$ cat src/common/ttr_pkg.sv
`default_nettype none
package ttr_pkg;
   // Register offsets on the serial bus (7-bit address space)
   localparam logic [6:0] TTR_ADDR_TEMP_CTRL    = 7'h4E;
   localparam logic [6:0] TTR_ADDR_TEMP_RESULT  = 7'h4F;
   localparam logic [6:0] TTR_ADDR_RX_BOOST     = 7'h58;
   localparam logic [6:0] TTR_ADDR_PA_TUNE_A    = 7'h5A;
   localparam logic [6:0] TTR_ADDR_PA_TUNE_B    = 7'h5C;
   localparam logic [6:0] TTR_ADDR_GAIN_MARGIN  = 7'h6F;
   localparam logic [6:0] TTR_ADDR_FREQ_OFFSET  = 7'h71;

   // Field positions in the temperature control/status register
   localparam int         TTR_BIT_TRIGGER       = 3;
   localparam int         TTR_BIT_BUSY          = 2;
   localparam logic [1:0] TTR_CTRL_LOW_BITS     = 2'h1;
   localparam logic [3:0] TTR_CTRL_HIGH_BITS    = 4'h0;

   // Reset and mode values
   localparam logic [7:0] TTR_RST_RX_BOOST      = 8'h1B;
   localparam logic [7:0] TTR_RX_BOOST_HIGH     = 8'h2D;
   localparam logic [7:0] TTR_RST_PA_TUNE_A     = 8'h55;
   localparam logic [7:0] TTR_RST_PA_TUNE_B     = 8'h70;
   localparam logic [7:0] TTR_RST_GAIN_MARGIN   = 8'h30;
   localparam logic [7:0] TTR_GAIN_NORMAL_VAL   = 8'h00;
   localparam logic [7:0] TTR_GAIN_LOW_IDX_VAL  = 8'h20;
   localparam logic [7:0] TTR_GAIN_STD_VAL      = 8'h30;
   localparam logic [7:0] TTR_RST_FREQ_OFFSET   = 8'h00;
   localparam logic [7:0] TTR_RST_TEMP_RESULT   = 8'h00;
   localparam logic [7:0] TTR_TEMP_BASE         = 8'h80;
   localparam logic signed [16:0] TTR_AFC_STEP_HZ = 17'sh001E8;

   // Timing at 100 MHz
   localparam int TTR_CLK_PERIOD_NS   = 10;
   localparam int TTR_CONV_TIME_NS    = 100000;
   localparam int TTR_CONV_CYCLES     = TTR_CONV_TIME_NS / TTR_CLK_PERIOD_NS;
   localparam int TTR_READY_TIME_NS   = 5000000;
   localparam int TTR_READY_CYCLES    = TTR_READY_TIME_NS / TTR_CLK_PERIOD_NS;
   localparam int TTR_CLOCK_OUTPUT_PIN_HALF_NS  = 40;
   localparam int TTR_CLOCK_OUTPUT_PIN_HALF     = TTR_CLOCK_OUTPUT_PIN_HALF_NS / TTR_CLK_PERIOD_NS;

   // Serial pins as seen by the device
   typedef struct packed {
      logic sck;
      logic nss;
      logic mosi;
   } ttr_spi_in_type;

   // Register write request from the serial slave
   typedef struct packed {
      logic       wr;
      logic [6:0] addr;
      logic [7:0] wdata;
   } ttr_reg_req_type;

   typedef enum logic [1:0] {
      TTR_GAIN_NORMAL,
      TTR_GAIN_LOW_INDEX,
      TTR_GAIN_STANDARD,
      TTR_GAIN_CUSTOM
   } ttr_gain_mode_type;

   typedef enum logic {
      TTR_ST_IDLE,
      TTR_ST_CONVERT
   } ttr_conv_state_type;
endpackage
`default_nettype wire

$ cat src/rtl/ttr_regs.sv
`default_nettype none
// Notes on behaviour
// Writing one to bit 3 of the control register starts a conversion and that bit reads zero.
// The busy flag at bit 2 stays high for the whole conversion and clears when it ends.
// The receive path is unavailable while busy, and the host waits for busy to clear.
// The result is a read-only byte that rises by one per degree Celsius of falling temperature.
// The sensitivity register selects normal at 0x1B, high at 0x2D, and resets to normal.
// The host loads 0x5D into amplifier tuning A for full power and restores 0x55 otherwise.
// The host loads 0x7C into amplifier tuning B for full power and restores 0x70 otherwise.
// Gain margin means normal at 0x00, low-index margin at 0x20 and standard margin at 0x30.
// With low-index correction enabled the frequency offset is the register value times 488 Hz.
// After power-on reset the host waits at least 10 ms before any bus transaction; here the host waits for module_ready, 5 ms after reset by default.
// The host leaves the reset pin floating during power-on reset; here the host drives it high for 20 clocks.
// A manual reset is the reset pin driven high for about a hundred microseconds; here the host drives it high for 100 clocks.
// After a manual reset the host waits 5 ms before accessing the module.
// Clock output activity shows the module is out of reset and ready.
// Writes to the busy flag, unused bits and result register change nothing.
module ttr_regs #(
   parameter int CONV_CYCLES  = ttr_pkg::TTR_CONV_CYCLES,
   parameter int READY_CYCLES = ttr_pkg::TTR_READY_CYCLES
) (
   // Clock, reset, enable
   input  wire logic                       clk_sys,
   input  wire logic                       reset,
   input  wire logic                       ce,
   // Serial bus pins
   input  wire ttr_pkg::ttr_spi_in_type    spi_in,
   output logic                            miso_o,
   output logic                            miso_oe,
   // Sensor and radio control inputs
   input  wire logic signed [7:0]          temp_sensor_celsius,
   input  wire logic                       low_index_correction_enable,
   // Radio control outputs
   output logic                            rx_path_available,
   output logic                            sensitivity_high,
   output logic [7:0]                      amp_tuning_value_a,
   output logic [7:0]                      amp_tuning_value_b,
   output ttr_pkg::ttr_gain_mode_type      gain_margin_mode,
   output logic signed [16:0]              freq_offset_hz,
   // Readiness
   output logic                            clock_output_pin,
   output logic                            module_ready
);
   import ttr_pkg::*;

   localparam int CCW = $clog2(CONV_CYCLES + 1);
   localparam int RCW = $clog2(READY_CYCLES + 1);
   localparam int DCW = $clog2(TTR_CLOCK_OUTPUT_PIN_HALF + 1);

   ttr_reg_req_type    req;
   logic [6:0]         rd_addr;
   logic [7:0]         rd_data;

   ttr_conv_state_type state_q;
   logic [CCW-1:0]     conv_cnt_q;
   logic [7:0]         temp_result_q;
   logic [7:0]         boost_q, pa_a_q, pa_b_q, gain_q, afc_q;
   logic [7:0]         sens_s1_q, sens_s2_q;
   logic [7:0]         sens_s3_q, sens_hold_q;
   logic               sens_high_q;
   ttr_gain_mode_type  gain_mode_q;
   logic signed [16:0] freq_off_q;
   logic [RCW-1:0]     ready_cnt_q;
   logic               ready_q;
   logic [DCW-1:0]     div_cnt_q;
   logic               clock_output_pin_q;

   // Falling temperature means a rising code
   function automatic logic [7:0] temp_to_reading(input logic [7:0] celsius);
      temp_to_reading = TTR_TEMP_BASE - celsius;
   endfunction

   function automatic ttr_gain_mode_type gain_decode(input logic [7:0] v);
      if (v == TTR_GAIN_NORMAL_VAL) begin
         gain_decode = TTR_GAIN_NORMAL;
      end else if (v == TTR_GAIN_LOW_IDX_VAL) begin
         gain_decode = TTR_GAIN_LOW_INDEX;
      end else if (v == TTR_GAIN_STD_VAL) begin
         gain_decode = TTR_GAIN_STANDARD;
      end else begin
         gain_decode = TTR_GAIN_CUSTOM;
      end
   endfunction

   ttr_spi_slave u_spi (
      .clk_sys (clk_sys),
      .reset   (reset),
      .ce      (ce),
      .spi_in  (spi_in),
      .miso_o  (miso_o),
      .miso_oe (miso_oe),
      .req     (req),
      .rd_addr (rd_addr),
      .rd_data (rd_data)
   );

   // Write decode
   wire busy        = (state_q == TTR_ST_CONVERT);
   wire wr_ctrl     = req.wr & (req.addr == TTR_ADDR_TEMP_CTRL);
   wire wr_boost    = req.wr & (req.addr == TTR_ADDR_RX_BOOST);
   wire wr_pa_a     = req.wr & (req.addr == TTR_ADDR_PA_TUNE_A);
   wire wr_pa_b     = req.wr & (req.addr == TTR_ADDR_PA_TUNE_B);
   wire wr_gain     = req.wr & (req.addr == TTR_ADDR_GAIN_MARGIN);
   wire wr_afc      = req.wr & (req.addr == TTR_ADDR_FREQ_OFFSET);
   wire start_conv  = wr_ctrl & req.wdata[TTR_BIT_TRIGGER] & ~busy;
   wire conv_done   = busy & (conv_cnt_q == '0);

   // Trigger always reads zero; unused bits read fixed
   wire [7:0] ctrl_rd = {TTR_CTRL_HIGH_BITS, 1'b0, busy, TTR_CTRL_LOW_BITS};

   // Read mux; unmapped addresses read zero
   assign rd_data = (rd_addr == TTR_ADDR_TEMP_CTRL)   ? ctrl_rd :
                    (rd_addr == TTR_ADDR_TEMP_RESULT) ? temp_result_q :
                    (rd_addr == TTR_ADDR_RX_BOOST)    ? boost_q :
                    (rd_addr == TTR_ADDR_PA_TUNE_A)   ? pa_a_q :
                    (rd_addr == TTR_ADDR_PA_TUNE_B)   ? pa_b_q :
                    (rd_addr == TTR_ADDR_GAIN_MARGIN) ? gain_q :
                    (rd_addr == TTR_ADDR_FREQ_OFFSET) ? afc_q : 8'h00;

   // Sensor word is analog-side and may be caught mid-change, so a code is
   // only kept once it has been seen on two edges in a row
   wire sens_settled = (sens_s2_q == sens_s3_q);
   always_ff @(posedge clk_sys or posedge reset) begin
      if (reset) begin
         sens_s1_q   <= 8'h00;
         sens_s2_q   <= 8'h00;
         sens_s3_q   <= 8'h00;
         sens_hold_q <= 8'h00;
      end else if (ce) begin
         sens_s1_q <= temp_sensor_celsius;
         sens_s2_q <= sens_s1_q;
         sens_s3_q <= sens_s2_q;
         if (sens_settled) sens_hold_q <= sens_s2_q;
      end
   end

   // Conversion sequencer; a second trigger while busy is ignored
   always_ff @(posedge clk_sys or posedge reset) begin
      if (reset) begin
         state_q       <= TTR_ST_IDLE;
         conv_cnt_q    <= '0;
         temp_result_q <= TTR_RST_TEMP_RESULT;
      end else if (ce) begin
         case (state_q)
            TTR_ST_IDLE: begin
               if (start_conv) begin
                  state_q    <= TTR_ST_CONVERT;
                  conv_cnt_q <= CCW'(CONV_CYCLES - 1);
               end
            end
            TTR_ST_CONVERT: begin
               if (conv_done) begin
                  state_q       <= TTR_ST_IDLE;
                  temp_result_q <= temp_to_reading(sens_hold_q);
               end else begin
                  conv_cnt_q <= conv_cnt_q - CCW'(1);
               end
            end
            default: state_q <= TTR_ST_IDLE;
         endcase
      end
   end

   // Writable test registers; the result register has no write path
   always_ff @(posedge clk_sys or posedge reset) begin
      if (reset) begin
         boost_q <= TTR_RST_RX_BOOST;
         pa_a_q  <= TTR_RST_PA_TUNE_A;
         pa_b_q  <= TTR_RST_PA_TUNE_B;
         gain_q  <= TTR_RST_GAIN_MARGIN;
         afc_q   <= TTR_RST_FREQ_OFFSET;
      end else if (ce) begin
         if (wr_boost) boost_q <= req.wdata;
         if (wr_pa_a)  pa_a_q  <= req.wdata;
         if (wr_pa_b)  pa_b_q  <= req.wdata;
         if (wr_gain)  gain_q  <= req.wdata;
         if (wr_afc)   afc_q   <= req.wdata;
      end
   end

   // Registered decodes towards the radio
   always_ff @(posedge clk_sys or posedge reset) begin
      if (reset) begin
         sens_high_q <= 1'b0;
         gain_mode_q <= TTR_GAIN_STANDARD;
         freq_off_q  <= '0;
      end else if (ce) begin
         sens_high_q <= (boost_q == TTR_RX_BOOST_HIGH);
         gain_mode_q <= gain_decode(gain_q);
         freq_off_q  <= low_index_correction_enable ?
                        17'($signed(afc_q)) * TTR_AFC_STEP_HZ : '0;
      end
   end

   // Ready timer, then a free-running clock output
   always_ff @(posedge clk_sys or posedge reset) begin
      if (reset) begin
         ready_cnt_q <= '0;
         ready_q     <= 1'b0;
         div_cnt_q   <= '0;
         clock_output_pin_q    <= 1'b0;
      end else if (ce) begin
         if (!ready_q) begin
            ready_cnt_q <= ready_cnt_q + RCW'(1);
            ready_q     <= (ready_cnt_q == RCW'(READY_CYCLES - 1));
         end else if (div_cnt_q == DCW'(TTR_CLOCK_OUTPUT_PIN_HALF - 1)) begin
            div_cnt_q <= '0;
            clock_output_pin_q  <= ~clock_output_pin_q;
         end else begin
            div_cnt_q <= div_cnt_q + DCW'(1);
         end
      end
   end

   assign rx_path_available  = ~busy;
   assign sensitivity_high   = sens_high_q;
   assign amp_tuning_value_a = pa_a_q;
   assign amp_tuning_value_b = pa_b_q;
   assign gain_margin_mode   = gain_mode_q;
   assign freq_offset_hz     = freq_off_q;
   assign clock_output_pin   = clock_output_pin_q;
   assign module_ready       = ready_q;
endmodule
`default_nettype wire

$ cat src/rtl/ttr_spi_slave.sv
`default_nettype none
module ttr_spi_slave (
   // Clock, reset, enable
   input  wire logic                     clk_sys,
   input  wire logic                     reset,
   input  wire logic                     ce,
   // Serial pins
   input  wire ttr_pkg::ttr_spi_in_type  spi_in,
   output logic                          miso_o,
   output logic                          miso_oe,
   // Register side
   output ttr_pkg::ttr_reg_req_type      req,
   output logic [6:0]                    rd_addr,
   input  wire logic [7:0]               rd_data
);
   import ttr_pkg::*;

   ttr_spi_in_type s1_q, s2_q;
   logic           sck_prev_q;
   logic [2:0]     bit_cnt_q;
   logic [6:0]     shift_q;
   logic           addr_phase_q;
   logic           wnr_q;
   logic [6:0]     addr_q;
   logic [7:0]     tx_q;
   logic           load_q;
   logic           skip_fall_q;
   ttr_reg_req_type req_q;

   // Edge detection works on the second stage only
   wire       sck_rise = s2_q.sck & ~sck_prev_q & ~s2_q.nss;
   wire       sck_fall = ~s2_q.sck & sck_prev_q & ~s2_q.nss;
   wire [7:0] rx_byte  = {shift_q, s2_q.mosi};
   wire       byte_end = sck_rise & (bit_cnt_q == 3'h7);

   assign rd_addr = addr_q;
   assign req     = req_q;
   assign miso_o  = tx_q[7];
   assign miso_oe = ~s2_q.nss & ~addr_phase_q & ~wnr_q;

   // Two-stage pin synchroniser
   always_ff @(posedge clk_sys or posedge reset) begin
      if (reset) begin
         s1_q <= '{sck: 1'b0, nss: 1'b1, mosi: 1'b0};
         s2_q <= '{sck: 1'b0, nss: 1'b1, mosi: 1'b0};
      end else if (ce) begin
         s1_q <= spi_in;
         s2_q <= s1_q;
      end
   end

   // Frame engine: address byte, then data bytes with auto-increment
   always_ff @(posedge clk_sys or posedge reset) begin
      if (reset) begin
         sck_prev_q   <= 1'b0;
         bit_cnt_q    <= 3'h0;
         shift_q      <= 7'h00;
         addr_phase_q <= 1'b1;
         wnr_q        <= 1'b0;
         addr_q       <= 7'h00;
         tx_q         <= 8'h00;
         load_q       <= 1'b0;
         skip_fall_q  <= 1'b0;
         req_q        <= '0;
      end else if (ce) begin
         sck_prev_q <= s2_q.sck;
         req_q.wr   <= 1'b0;
         load_q     <= 1'b0;
         if (load_q) begin
            tx_q <= rd_data; // Read data fetched one cycle after address update
         end
         if (s2_q.nss) begin
            bit_cnt_q    <= 3'h0;
            addr_phase_q <= 1'b1;
            skip_fall_q  <= 1'b0;
         end else if (sck_rise) begin
            shift_q   <= rx_byte[6:0];
            bit_cnt_q <= bit_cnt_q + 3'h1;
            if (byte_end) begin
               skip_fall_q <= 1'b1;
               load_q      <= 1'b1;
               if (addr_phase_q) begin
                  wnr_q        <= rx_byte[7];
                  addr_q       <= rx_byte[6:0];
                  addr_phase_q <= 1'b0;
               end else begin
                  req_q.wr    <= wnr_q;
                  req_q.addr  <= addr_q;
                  req_q.wdata <= rx_byte;
                  addr_q      <= addr_q + 7'h01;
               end
            end
         end else if (sck_fall) begin
            // The edge right after a byte must not eat the freshly loaded MSB
            if (skip_fall_q) begin
               skip_fall_q <= 1'b0;
            end else begin
               tx_q <= {tx_q[6:0], 1'b0};
            end
         end
      end
   end
endmodule
`default_nettype wire

$ cat config.mk
export PLATFORM = sky130hd
export DESIGN_NAME = ttr_regs
export DESIGN_NICKNAME = d
export VERILOG_FILES = /design/src/common/ttr_pkg.sv /design/src/rtl/ttr_regs.sv /design/src/rtl/ttr_spi_slave.sv
export SDC_FILE = /design/constraint.sdc
export NUM_CORES = 1
export LEC_CHECK = 0
export BUFFER_PORTS_ARGS = -buffer_cell sky130_fd_sc_hd__buf_4
export CORE_ASPECT_RATIO = 1.5
export CORE_MARGIN = 4
export CORE_UTILIZATION = 50
export DETAILED_ROUTE_END_ITERATION = 12
export PLACE_DENSITY = 0.69
export RECOVER_POWER = 25
export SLEW_MARGIN = 25
export SYNTH_ARGS = -nofsm -noshare
export SYNTH_HDL_FRONTEND = slang
export SYNTH_SLANG_ARGS = --single-unit
$ cat constraint.sdc
create_clock -name clk_sys -period 13.2 [get_ports clk_sys]
set_input_delay 1.32 -clock clk_sys [delete_from_list [all_inputs] [get_ports clk_sys]]
set_output_delay 1.32 -clock clk_sys [all_outputs]
set_load 0.005 [all_outputs]
==> results by group <==
CTS
  • Root Buffer: clkbuf_16
  • Clk Latency, worst-skew pair: ~0.43 ns
  • Clock buffer depth: 2
  • CTS tree: yes
  • Post-CTS Hold Fix Bufs: 0
  • Post-CTS setup buffer count: 0
  • H-tree levels: 4
  • Num CTS Buffers: 17
  • Worst-path clk slew: 0.07 ns
  • Resized cells post-CTS: 0
  • Clock Sinks: approximately 190

Status
  • Status: finished with violations
  • Failing checks: capacitance limit, slew limit

Logic synthesis
  • Mapped cell area: 9800 sq um
  • Number of synthesized register bits: 188
  • Yosys warns: 0
  • Most frequent cell after synthesis: dfrtp_1
  • Most frequent cells after synthesis: dfrtp_1, inv_1, mux2_2
  • Syn avg cell area: 11.3 sq um
  • Primary FF master, synth: dfrtp_1
  • Sequential share of the synthesized area: 0.482
  • Area leader, netlist: dfrtp_1
  • Post-synthesis cell type count: 78
  • Async set-or-reset flop fraction in the synthesized netlist: 1.00
  • Largest cells by area after synthesis: dfrtp_1, mux2_2, dfstp_2
  • Number of synthesized flops with an enable pin: 0
  • Gate Count Post-Synth: just under 900
  • Share of the synthesized area in the top cell type: 0.437

Route
  • Vias/cell: approximately 5.6
  • DRC viols: 0
  • DR WL/cell: roughly 18 um
  • WL final: around 21 mm
  • Total vias in the final route: roughly 6.7k
  • Drt pass-1 iters: 5
  • Drt initial violations: 391
  • Post-route ant nets: 0

Setup path
  • CP Buf/Inv Count: 2
  • Slowest stage cell, crit path: clkinvlp_2
  • Family with the most delay on the worst path: buffers and inverters
  • CP startpoint kind: input port
  • Arrival time worst endpoint: 4.11 ns
  • Largest stage delay on the critical path: between 2 and 3 ns
  • Crit Path Max Fanout: approximately 110
  • CP Capture Type: asynchronous set/reset pin
  • FF-to-FF Start: afc_q[1]
  • Kind of critical path: input port to asynchronous set/reset pin
  • Critical path, cell by cell: clkbuf_4, clkinvlp_2
  • CP required: between 10 and 15 ns
  • Crit path launch: reset

STA
  • Max frequency: between 200 and 250 MHz
  • Clock Skew: 0.0102 ns
  • RSZ-0062 raised after global routing: false
  • Period Utilization, post-route: 0.332
  • Max Slew Vio Count: 108
  • Setup tns final: 0 ns
  • Final setup violation count: 0
  • Worst-Margin Slew: about 4.6 ns
  • Worst rel slew slack: -2.12
  • Final Critical Period: between 4 and 5 ns
  • Fin. Hold Viols: 0

Global routing
  • Largest net degree at the start of global routing: 108
  • M2 GR Usage: 0.340
  • Vias in the first global route: approximately 6.7k
  • Met1 Usage GRT: 0.231
  • Antenna violations before repair: 0
  • GRT Total Usage: 0.197
  • GRT Residual Overflow: 0
  • GRT busiest layer: met2
  • GR met3 Demand/Resource: 0.0431
  • First-pass GRT wire length: approximately 34 mm

Power and ir drop
  • Tot Pwr: around 0.0014 W
  • Lkg Pwr: just over 5 nW
  • Pwr/cell area: ~130 nW/um^2
  • Maximum vdd drop: around 75 uV

Placement
  • PortBufs: 52
  • GP Congestion: around 0.87
  • Detailed Place HPWL: about 15 mm
  • Placed cell count: roughly 1.1k

Flow run
  • Max-cap violation count: 1

Min path
  • Tightest Hold Check Type: flop to flop
  • HP Start: ready_cnt_q[18]

Final layout
  • Area growth syn-to-layout: 11.7%
  • Layout cells sized above 1: 0.232
  • # diodes: 0
  • Finished Layout Cells: 1180
  • Final net count: 980

Floorplan
  • Ports: 56
  • Starting Density: 0.509
  • Die H: 179 um
  • Rows: 62
  • Core box area: approximately 19000 sq um
  • Full die area: 21900 sq um
  • Die width: about 120 um
==> final cells by class <==
class                      instances  area [sq um]
clock buffer                      21           460
clock inverter                    11          95.1
fill                            1702          8300
inverter                          81           305
multi-input combinational        568          4610
sequential                       188          4730
tap                              256           320
timing repair buffer              55           417
==> state kept, by name, summed over array words and instances, names as in the netlist, 3 cells and up <==
name	cells
ready_cnt_q	19
u_spi.req	16
conv_cnt_q	14
freq_offset_hz	14
afc_q	8
amp_tuning_value_a	8
amp_tuning_value_b	8
boost_q	8
gain_q	8
sens_hold_q	8
sens_s1_q	8
sens_s2_q	8
sens_s3_q	8
temp_result_q	8
u_spi.tx_q	8
u_spi.rd_addr	7
u_spi.shift_q	7
div_cnt_q	3
u_spi.bit_cnt_q	3
u_spi.s1_q	3
==> power breakdown <==
group          leakage [nW]  switching, W  internal (W)  total (W)
sequential             2.35     0.0000754      0.000647   0.000723
combinational          2.47     0.0000965      0.000105   0.000202
clock                 0.269      0.000220      0.000269   0.000489
==> routing by layer <==
metal / routed length (um) / share of wire
met5: 0 / 0
met1: 8250 / 0.40
met4: 838 / 0.040
met2: 10900 / 0.53
met3: 739 / 0.036
==> layout by cell type (no fill, tap or decap), types with 5 or more instances in the layout <==
cell	count
dfrtp_1	171
mux2_2	80
inv_1	79
nand2_1	61
buf_4	53
o21ai_0	46
nor2_1	35
ha_1	35
nand3_1	29
xnor2_1	29
a21oi_1	23
fa_1	19
dfstp_2	17
clkbuf_16	17
xor2_1	15
nor3_1	14
nand4_1	11
mux2i_1	11
a222oi_1	10
o2bb2ai_1	8
a31oi_1	8
o21ai_1	8
mux2_4	8
nor4_1	7
a22o_1	7
nor2b_1	6
a22oi_1	6
a221o_1	6
clkinv_2	5
==> logic make-up (layout without fill, tap and decap cells) <==
kind of cell,count (synthesis),in the layout,share of synthesized area
multiplexers,103,103,0.120
adder cells (fa/ha/maj),54,54,0.0835
XOR/XNOR,44,44,0.0393
AND/OR/NAND/NOR,212,212,0.122
flip-flops,188,188,0.482
AO/OA/AOI/OAI,152,152,0.104
buffers and inverters,113,168,0.0485
other,1,3,0.000383
==> metrics by stage <==
step,hold WS [ns],instance area [sq um],utilization,worst slack [ns]
3_3_place_gp,0.459,10400,0.539,9.42
6_report,0.472,10900,0.569,8.81
5_1_grt,0.483,10900,0.569,8.06
2_1_floorplan,0.435,9800,-,6.79
3_5_place_dp,0.463,10400,0.539,9.36
4_1_cts,0.476,10900,0.568,9.35
==> final timing paths <==
kind | to | cells after the start | slack (ns)
min in group asynchronous | u_spi.s1_q[0] | 2 | 2.31
max in group clk_sys | freq_offset_hz[15] | 13 | 9.35
min | ready_cnt_q[18] | 1 | 0.47
min reg2reg | ready_cnt_q[18] | 1 | 0.47
max reg2reg | freq_offset_hz[15] | 13 | 9.35
max | amp_tuning_value_b[0] | 2 | 8.81
No activity file was read; power rests on OpenSTA's default activity.
